$ cat src/hotswap_pkg.sv
package hotswap_pkg;

   // apb register map (byte addresses, one aligned word each)
   localparam logic [7:0] ctrl_addr    = 8'h00;
   localparam logic [7:0] status_addr  = 8'h04;
   localparam logic [7:0] warn_addr    = 8'h08;

   // control register fields
   localparam int ctrl_clear_bit    = 0;   // write 1: clear faults (pulse)
   localparam int ctrl_retry_lsb    = 4;   // retry count select, 3 bits
   localparam int ctrl_wmask_lsb    = 8;   // warning mask, 5 bits

   // retry count encodings
   localparam logic [2:0] retry_zero     = 3'h0;
   localparam logic [2:0] retry_one      = 3'h1;
   localparam logic [2:0] retry_two      = 3'h2;
   localparam logic [2:0] retry_four     = 3'h3;
   localparam logic [2:0] retry_eight    = 3'h4;
   localparam logic [2:0] retry_sixteen  = 3'h5;
   localparam logic [2:0] retry_infinite = 3'h6;
   localparam logic [2:0] retry_pin      = 3'h7;

   // reset values
   localparam logic [2:0] retry_reset   = retry_pin;
   localparam logic [4:0] wmask_reset   = 5'h1F;

   // timer cycles in the automatic restart sequence
   localparam logic [3:0] restart_cycles = 4'h7;

   // sequencer states
   typedef enum logic [3:0] {
      st_por      = 4'b0000,
      st_insert   = 4'b0001,
      st_ins_dis  = 4'b0010,
      st_wait_uv  = 4'b0011,
      st_inrush   = 4'b0100,
      st_normal   = 4'b0101,
      st_fault    = 4'b0110,
      st_latched  = 4'b0111,
      st_rst_up   = 4'b1000,
      st_rst_down = 4'b1001,
      st_rst_last = 4'b1010
   } seq_state_t;

   // comparator results from the analog side
   typedef struct packed {
      logic por_ok;        // supply above power-on threshold
      logic uv_ok;         // system supply above undervoltage level
      logic ov_hi;         // system supply above overvoltage level
      logic timer_hi;      // timer at upper level
      logic timer_lo;      // timer below restart level
      logic timer_mid;     // timer below middle (lower cycle) level
      logic cur_lim;       // current limit active
      logic pwr_lim;       // power limit active
      logic breaker;       // severe over-current
      logic fb_hi;         // feedback above rising threshold
   } sense_t;

   // timer node control
   typedef struct packed {
      logic ground;        // hold timer node at ground
      logic ins_charge;    // slow insertion charge
      logic flt_charge;    // fault timer charge
      logic fast_dis;      // fast discharge
      logic slow_dis;      // slow discharge
   } timer_ctl_t;

   // gate drive control
   typedef struct packed {
      logic strong_pd;     // strong pull-down
      logic weak_pd;       // weak pull-down
      logic pump_en;       // charge pump on
   } gate_ctl_t;

endpackage

$ cat src/hotswap_gate_sequencer.sv
`timescale 1ns/1ps
module hotswap_gate_sequencer
   import hotswap_pkg::*;
(
   input  wire logic                   pclk,            // apb clock, 100 MHz
   input  wire logic                   presetn,         // async reset, active low
   input  wire logic                   psel,            // apb select
   input  wire logic                   penable,         // apb access phase
   input  wire logic                   pwrite,          // apb direction
   input  wire logic [7:0]             paddr,           // apb byte address
   input  wire logic [31:0]            pwdata,          // apb write data
   output logic      [31:0]            prdata,          // apb read data
   output logic                        pready,          // apb ready
   output logic                        pslverr,         // apb error
   input  wire hotswap_pkg::sense_t    sense,           // raw comparator results
   input  wire logic                   retry_latch_sel, // retry-select input: high latches
   input  wire logic [4:0]             warn_cross,      // warning crossings vin,vout,i,p,t
   output hotswap_pkg::gate_ctl_t      gate_ctl,        // gate drive selects
   output hotswap_pkg::timer_ctl_t     timer_ctl,       // timer node selects
   output logic                        power_good_out,  // power good
   output logic                        smb_alert_n      // smbus alert, active low
);
   import hotswap_pkg::*;

   sense_t      sense_meta;
   sense_t      s;
   logic        retry_meta;
   logic        retry_sync;
   seq_state_t  state;
   seq_state_t  next_state;
   logic [2:0]  retry_sel;
   logic [4:0]  warn_mask;
   logic [4:0]  warn_flags;
   logic        defaults_flag;
   logic        fault_flag;
   logic        breaker_flag;
   logic [3:0]  cycle_cnt;
   logic [4:0]  retries_done;
   logic        retry_allowed;
   logic        apb_wr;
   logic        apb_rd;
   logic        clear_cmd;
   logic        limiting;
   logic        supply_bad;
   gate_ctl_t   next_gate;
   timer_ctl_t  next_timer;

   // two-flop synchroniser for the comparators; first stage is read by the second only
   always_ff @(posedge pclk or negedge presetn) begin
      if (!presetn) begin
         sense_meta <= '0;
         s          <= '0;
      end else begin
         sense_meta <= sense;
         s          <= sense_meta;
      end
   end

   // retry-select pin gets the same two stages; a bounce only delays the decision
   always_ff @(posedge pclk or negedge presetn) begin
      if (!presetn) begin
         retry_meta <= 1'b0;
         retry_sync <= 1'b0;
      end else begin
         retry_meta <= retry_latch_sel;
         retry_sync <= retry_meta;
      end
   end

   assign apb_wr    = psel && penable && pwrite;
   assign apb_rd    = psel && !penable && !pwrite;
   assign clear_cmd = apb_wr && (paddr == ctrl_addr) && pwdata[ctrl_clear_bit];
   assign limiting  = s.cur_lim || s.pwr_lim;
   assign supply_bad = !s.uv_ok || s.ov_hi;

   // retry budget; register value 7 follows the retry-select input
   always_comb begin
      case (retry_sel)
         retry_zero:     retry_allowed = 1'b0;
         retry_one:      retry_allowed = retries_done < 5'h01;
         retry_two:      retry_allowed = retries_done < 5'h02;
         retry_four:     retry_allowed = retries_done < 5'h04;
         retry_eight:    retry_allowed = retries_done < 5'h08;
         retry_sixteen:  retry_allowed = retries_done < 5'h10;
         retry_infinite: retry_allowed = 1'b1;
         default:        retry_allowed = !retry_sync;
      endcase
   end

   // apb control registers; single-cycle access, no wait states
   always_ff @(posedge pclk or negedge presetn) begin
      if (!presetn) begin
         retry_sel <= retry_reset;
         warn_mask <= wmask_reset;
      end else if (apb_wr && paddr == ctrl_addr) begin
         retry_sel <= pwdata[ctrl_retry_lsb +: 3];
         warn_mask <= pwdata[ctrl_wmask_lsb +: 5];
      end
   end

   // apb handshake; pready answers every setup cycle, so there are no wait states
   always_ff @(posedge pclk or negedge presetn) begin
      if (!presetn) begin
         pready  <= 1'b0;
         pslverr <= 1'b0;
      end else begin
         pready  <= psel && !penable;
         pslverr <= psel && !penable && (paddr != ctrl_addr) &&
                    (paddr != status_addr) && (paddr != warn_addr);
      end
   end

   // apb read data, registered in the setup cycle so it stands in access
   always_ff @(posedge pclk or negedge presetn) begin
      if (!presetn) begin
         prdata <= '0;
      end else if (apb_rd) begin
         case (paddr)
            ctrl_addr:   prdata <= {19'h0, warn_mask, 1'b0, retry_sel, 4'h0};
            status_addr: prdata <= {16'h0, retries_done, cycle_cnt, breaker_flag,
                                    fault_flag, defaults_flag, state};
            warn_addr:   prdata <= {27'h0, warn_flags};
            default:     prdata <= '0;
         endcase
      end
   end

   // defaults-loaded flag; only a reset sets it, only clear-faults drops it
   always_ff @(posedge pclk or negedge presetn) begin
      if (!presetn) begin
         defaults_flag <= 1'b1;
      end else if (clear_cmd) begin
         defaults_flag <= 1'b0;
      end
   end

   // fault flag; a fresh timeout wins over a clear in the same cycle
   always_ff @(posedge pclk or negedge presetn) begin
      if (!presetn) begin
         fault_flag <= 1'b0;
      end else if (state == st_inrush && s.timer_hi && limiting) begin
         fault_flag <= 1'b1;
      end else if (clear_cmd) begin
         fault_flag <= 1'b0;
      end
   end

   // breaker flag; a trip in the clearing cycle survives the clear
   always_ff @(posedge pclk or negedge presetn) begin
      if (!presetn) begin
         breaker_flag <= 1'b0;
      end else if (s.breaker) begin
         breaker_flag <= 1'b1;
      end else if (clear_cmd) begin
         breaker_flag <= 1'b0;
      end
   end

   // sticky warning crossings; a new crossing is or-ed in after the clear
   always_ff @(posedge pclk or negedge presetn) begin
      if (!presetn) begin
         warn_flags <= '0;
      end else begin
         warn_flags <= (clear_cmd ? 5'h00 : warn_flags) | warn_cross;
      end
   end

   // alert low for defaults, faults or unmasked warnings
   always_ff @(posedge pclk or negedge presetn) begin
      if (!presetn) begin
         smb_alert_n <= 1'b1;
      end else begin
         smb_alert_n <= !(s.por_ok && (defaults_flag || fault_flag || breaker_flag ||
                          |(warn_flags & warn_mask)));
      end
   end

   // sequencing state register
   always_ff @(posedge pclk or negedge presetn) begin
      if (!presetn) begin
         state <= st_por;
      end else begin
         state <= next_state;
      end
   end

   // restart cycle counter; cleared at every fault so each sequence starts fresh
   always_ff @(posedge pclk or negedge presetn) begin
      if (!presetn) begin
         cycle_cnt <= '0;
      end else if (state == st_fault) begin
         cycle_cnt <= '0;
      end else if (state == st_rst_down && s.timer_mid) begin
         cycle_cnt <= cycle_cnt + 4'h1;
      end
   end

   // retry counter; it saturates instead of wrapping into a fresh budget
   always_ff @(posedge pclk or negedge presetn) begin
      if (!presetn) begin
         retries_done <= '0;
      end else if (state == st_por || state == st_normal || clear_cmd) begin
         retries_done <= '0;
      end else if (state == st_rst_last && s.timer_lo && retries_done != 5'h1F) begin
         retries_done <= retries_done + 5'h01;
      end
   end

   // next state
   always_comb begin
      next_state = state;
      case (state)
         st_por:      if (s.por_ok) next_state = st_insert;
         st_insert:   if (s.timer_hi) next_state = st_ins_dis;
         st_ins_dis:  if (s.timer_lo) next_state = st_wait_uv;
         st_wait_uv:  if (!supply_bad) next_state = st_inrush;
         st_inrush: begin
            if (s.timer_hi && limiting) next_state = st_fault;
            else if (!limiting && s.fb_hi) next_state = st_normal;
         end
         st_normal:   if (limiting) next_state = st_inrush;
         st_fault: begin
            if (retry_allowed) next_state = st_rst_down;
            else next_state = st_latched;
         end
         st_latched:  if (supply_bad && s.timer_lo) next_state = st_wait_uv;
         st_rst_up:   if (s.timer_hi) next_state = st_rst_down;
         st_rst_down: begin
            if (s.timer_mid) begin
               // seven full cycles, then the eighth falling ramp releases the gate
               if (cycle_cnt >= restart_cycles) next_state = st_rst_last;
               else next_state = st_rst_up;
            end
         end
         st_rst_last: if (s.timer_lo) next_state = st_inrush;
         default:     next_state = st_por;
      endcase
      if (!s.por_ok) begin
         next_state = st_por;
      end else if (supply_bad && (state == st_inrush || state == st_normal)) begin
         next_state = st_wait_uv;
      end
   end

   // gate and timer drive decoded from state
   always_comb begin
      next_gate  = '0;
      next_timer = '0;
      case (state)
         st_por: begin
            next_gate.strong_pd = 1'b1;
            next_timer.ground   = 1'b1;
         end
         st_insert: begin
            next_gate.weak_pd     = 1'b1;
            next_timer.ins_charge = 1'b1;
         end
         st_ins_dis: begin
            next_gate.weak_pd   = 1'b1;
            next_timer.fast_dis = 1'b1;
         end
         st_wait_uv: begin
            next_gate.weak_pd   = 1'b1;
            next_timer.fast_dis = 1'b1;
         end
         st_inrush, st_normal: begin
            next_gate.pump_en     = 1'b1;
            next_timer.flt_charge = limiting;
            next_timer.slow_dis   = !limiting;
         end
         st_fault: begin
            next_gate.strong_pd = 1'b1;
         end
         st_latched, st_rst_down, st_rst_last: begin
            next_gate.weak_pd   = 1'b1;
            next_timer.slow_dis = 1'b1;
         end
         st_rst_up: begin
            next_gate.weak_pd     = 1'b1;
            next_timer.flt_charge = 1'b1;
         end
         default: begin
            next_gate.strong_pd = 1'b1;
            next_timer.ground   = 1'b1;
         end
      endcase
      // breaker trips the gate at once; it releases when current drops
      if (s.breaker && (state == st_inrush || state == st_normal)) begin
         next_gate.pump_en   = 1'b0;
         next_gate.strong_pd = 1'b1;
      end
      if (supply_bad && (state == st_inrush || state == st_normal)) begin
         next_gate.pump_en = 1'b0;
         next_gate.weak_pd = 1'b1;
      end
   end

   // registered gate drive; reset leaves the strong pull-down on
   always_ff @(posedge pclk or negedge presetn) begin
      if (!presetn) begin
         gate_ctl <= '{strong_pd: 1'b1, weak_pd: 1'b0, pump_en: 1'b0};
      end else begin
         gate_ctl <= next_gate;
      end
   end

   // registered timer drive; reset keeps the timer node grounded
   always_ff @(posedge pclk or negedge presetn) begin
      if (!presetn) begin
         timer_ctl <= '{ground: 1'b1, default: 1'b0};
      end else begin
         timer_ctl <= next_timer;
      end
   end

   // power good follows the synced feedback comparator, never ahead of power-on
   always_ff @(posedge pclk or negedge presetn) begin
      if (!presetn) begin
         power_good_out <= 1'b0;
      end else begin
         power_good_out <= s.fb_hi && s.por_ok;
      end
   end

endmodule

$ cat config.mk
export PLATFORM = sky130hd
export DESIGN_NAME = hotswap_gate_sequencer
export DESIGN_NICKNAME = d
export VERILOG_FILES = /design/src/hotswap_pkg.sv /design/src/hotswap_gate_sequencer.sv
export SDC_FILE = /design/constraint.sdc
export NUM_CORES = 1
export LEC_CHECK = 0
export BUFFER_PORTS_ARGS = -buffer_cell sky130_fd_sc_hd__buf_2
export CAP_MARGIN = 30
export CORE_MARGIN = 2
export CORE_UTILIZATION = 30
export CTS_CLUSTER_SIZE = 28
export DETAILED_ROUTE_END_ITERATION = 12
export PLACE_DENSITY_LB_ADDON = 0.15
export SETUP_SLACK_MARGIN = 0.3
export SLEW_MARGIN = 5
export SYNTH_ARGS = -nofsm -noshare
export SYNTH_HDL_FRONTEND = slang
export SYNTH_SLANG_ARGS = --single-unit
$ cat constraint.sdc
create_clock -name pclk -period 2 [get_ports pclk]
set_input_delay 0.1 -clock pclk [delete_from_list [all_inputs] [get_ports pclk]]
set_output_delay 0.1 -clock pclk [all_outputs]
set_load 0.005 [all_outputs]
==> qor.yml <==
run_status: "complete, no violations"
gp_congestion: 0.809
cp.arrival_ns: 1.98
synthMuxAreaShare_pct: 6.59
die_y_um: 112
cp.required_ns: 2.25
synth_top_family_by_area: "compound AO/OA/AOI/OAI gates"
dp_slack_ns: 0.130
drv_slew: 0
postRouteAntennaNets: 0
post_synth_and_or_nand_nor_area_fraction_pct: 12.4
synthXorXnorAreaFrac_pct: 1.76
pwr_density_cell_nw_per_um2: 920
synth_edf_count: 0
start_kind: "flop"
area_growth_pct: 39.5
start_util_pct: 30.7
tritoncts: "done"
first_global_vias: 2733
clkTransAtPathRegs_ns: 0.06
wl_per_cell_um: 15.0
die_x_um: 112
clockBufferDepth: 2
synth_compound_gate_area_share_pct: 14.8
pwr-share-clk_pct: 39.7
drive_gt1_share_pct: 38.5
worstPathMaxFanout: 4
maxCapViolCount: 0
grt_max_degree: 38
leakagePower_uw: 0.00223
insertion_delay_ns: 0.33
globalRouteOverflowTotal: 0
rows: 39
max_clock_freq_ghz: 0.578
cts-root-buf: "clkbuf_16"
setup-violations-final: 0
gr-usage-all-layers_pct: 14.6
first_pass_iters: 4
finalWorstSetupSlack_ns: 0.271
end_kind: "flop"
rsz0062_at_grt: "yes"
syn_inst: 306
antenna_found_initial: 0
min_period_over_period_pct: 86.5
yosysUniqueCellTypes: 51
wl_mm: 8.63
viasPerCell: 4.72
synthArstFlopShare_pct: 100
fillers: 1094
die-area_um2: 12500
cts_num_sinks: 79
grt_pass1_wl_mm: 14.2
dpl.hpwl_mm: 6.15
synth_area_um2: 3490
antenna_cells: 0
seq_area_frac_synth_pct: 57.0
comb_power_share_pct: 20.2
synthAdderAreaFrac_pct: 1.07
initialDrtViolationCount: 100
synth_ff_type: "dfrtp_1"
finClkSkew_ns: 0.00548
htreeDepth: 3
p_sw_uw: 1180
avgSynthCellArea_um2: 11.4
drc_errors: 0
min_period_ns: 1.73
nets: 493
seqPwrFrac_pct: 40.1
tns_ns: 0
hold_viol_final: 0
io_pins: 105
vdd_drop_max_v: 0.000453
worstSetupPathType: "reg -> reg"
num_vias: 2721
intPower_uw: 3310
coreArea_um2: 11400
synth_seq_cells: 79
switching_share_pct: 26.2
worstHoldPathType: "in -> reg"
port_buffers: 65
cts_made_buffers: 9
synth_warnings: 0
[flip-flops by register name, summed over array words and instances (netlist names), 3 cells and up]
signal	cells
retries_done	5
cycle_cnt	4
warn_flags	5
timer_ctl	5
state	4
prdata	16
warn_mask	5
s	10
sense_meta	10
gate_ctl	3
retry_sel	3
[cells in the final DEF, fill, tap and decap left out, types with 5 or more instances in the layout]
cell           instances
a21oi_1               11
a21o_1                 6
clkbuf_16              9
o21ai_0               11
conb_1                16
nand2b_1               5
inv_1                  5
dfrtp_2                5
nor2_1                20
nor2b_1                5
dlygate4sd3_1         26
buf_4                 36
a22oi_1                6
o31ai_1                7
dfstp_2               12
mux2_2                 8
a22o_1                 6
mux2i_1               14
nand2_1               21
buf_2                 64
and2_1                 5
dfrtp_1               62
[final timing paths]
| path | from | endpoint | slack, ns | depth (start not counted) |
|---|---|---|---|---|
| worst max-delay path | state[2] | state[0] | 0.27 | 5 |
| worst min-delay path | psel | pready | 0.05 | 2 |
| worst max register to register | state[2] | state[0] | 0.27 | 5 |
| worst min register to register | retry_meta | retry_sync | 0.35 | 0 |
| max in group asynchronous | presetn | warn_mask[4] | 1.14 | 3 |
| min in group asynchronous | presetn | breaker_flag | 0.21 | 2 |
[layout make-up]
type                    instances  area, µm²  area share [%]
clock buffers                  11        253            5.18
clock inverters                 5       80.1            1.64
inverters                       7       28.8           0.590
multi-input cells             204       1460            30.0
flip-flops and latches         79       2000            41.0
well taps                     143        179            3.67
repair buffers                128        876            18.0
[cells by family after synthesis]
group	Yosys count
AOI/OAI and AO/OA	72
xor gates and xnor gates	7
adders and majority gates	3
buffers and inverters	38
DFF	79
muxes	22
other	1
and+or+nand+nor	84
[critical path: stages (launching register included)]
cell	delay [ns]
dfrtp_2	0.44
nand2b_4	0.18
or4_4	0.44
a22oi_2	0.20
or3_4	0.19
mux2i_1	0.19
[layer usage]
metal | wire length [µm] | up-vias | global-route usage (%)
met5 | 0 | - | 0
met4 | 141 | 0 | 5.93
met3 | 322 | 8 | 3.32
met2 | 4100 | 63 | 22.7
met1 | 4060 | 1343 | 19.8
li1 | - | 1307 | -
[cells in the mapped netlist, types with 2 or more instances]
master,number,area [µm²]
nand2b_1,8,50.1
nor2_1,21,78.8
nor2b_1,5,31.3
o22a_1,2,17.5
o311ai_0,2,17.5
a21o_1,6,45.0
inv_1,6,22.5
nand2_1,21,78.8
a21oi_1,11,55.1
and4b_1,2,20.0
or3_1,3,18.8
nor3_1,5,25.0
buf_2,5,25.0
xor2_1,4,35.0
and2_1,5,31.3
dfrtp_1,67,1680
o22ai_1,2,12.5
a22o_1,6,52.6
ha_1,3,37.5
o21bai_1,3,22.5
xnor2_1,3,26.3
dfstp_2,12,315
nor4_1,2,12.5
o31ai_1,9,67.6
buf_4,18,135
nand4_1,3,18.8
a22oi_1,7,52.6
o211ai_1,3,22.5
o21ai_0,12,60.1
mux2_2,8,90.1
mux2i_1,14,140
clkbuf_1,7,26.3
nand3_1,3,15.0
[power by group through the flow]
| stage | Combinational (µW) | Clock (µW) | Sequential, µW |
|---|---|---|---|
| floorplan | 504 | 0 | 1800 |
| detailed placement | 741 | 0 | 1840 |
| CTS | 864 | 1840 | 1800 |
| finish | 906 | 1780 | 1800 |
| global placement | 728 | 0 | 1850 |
| global route | 1010 | 1920 | 1810 |
[repair_timing]
action | in CTS | in global routing
buffers inserted | 9 | 4
setup endpoints to repair | 10 | 14
hold endpoints to repair | 73 | 0
cloned | 0 | 0
hold buffers | 26 | 0
pin swaps | 6 | 9
gates resized for setup | 8 | 12
[stage by stage]
| stage | hold WS, ns | cell area (µm²) | total power, µW | util, % | std cells |
|---|---|---|---|---|---|
| after detailed placement | 0.0302 | 4110 | 2590 | 36.2 | 522 |
| after global placement | 0.0230 | 4110 | 2580 | 36.2 | 522 |
| after floorplan | -0.196 | 3620 | 2310 | - | 321 |
| after CTS | 0.0359 | 4800 | 4510 | 42.2 | 573 |
| final | 0.0487 | 4870 | 4490 | 42.9 | 577 |
| after global routing | 0.0519 | 4870 | 4740 | 42.9 | 577 |
(Power assumes the default switching activity.)
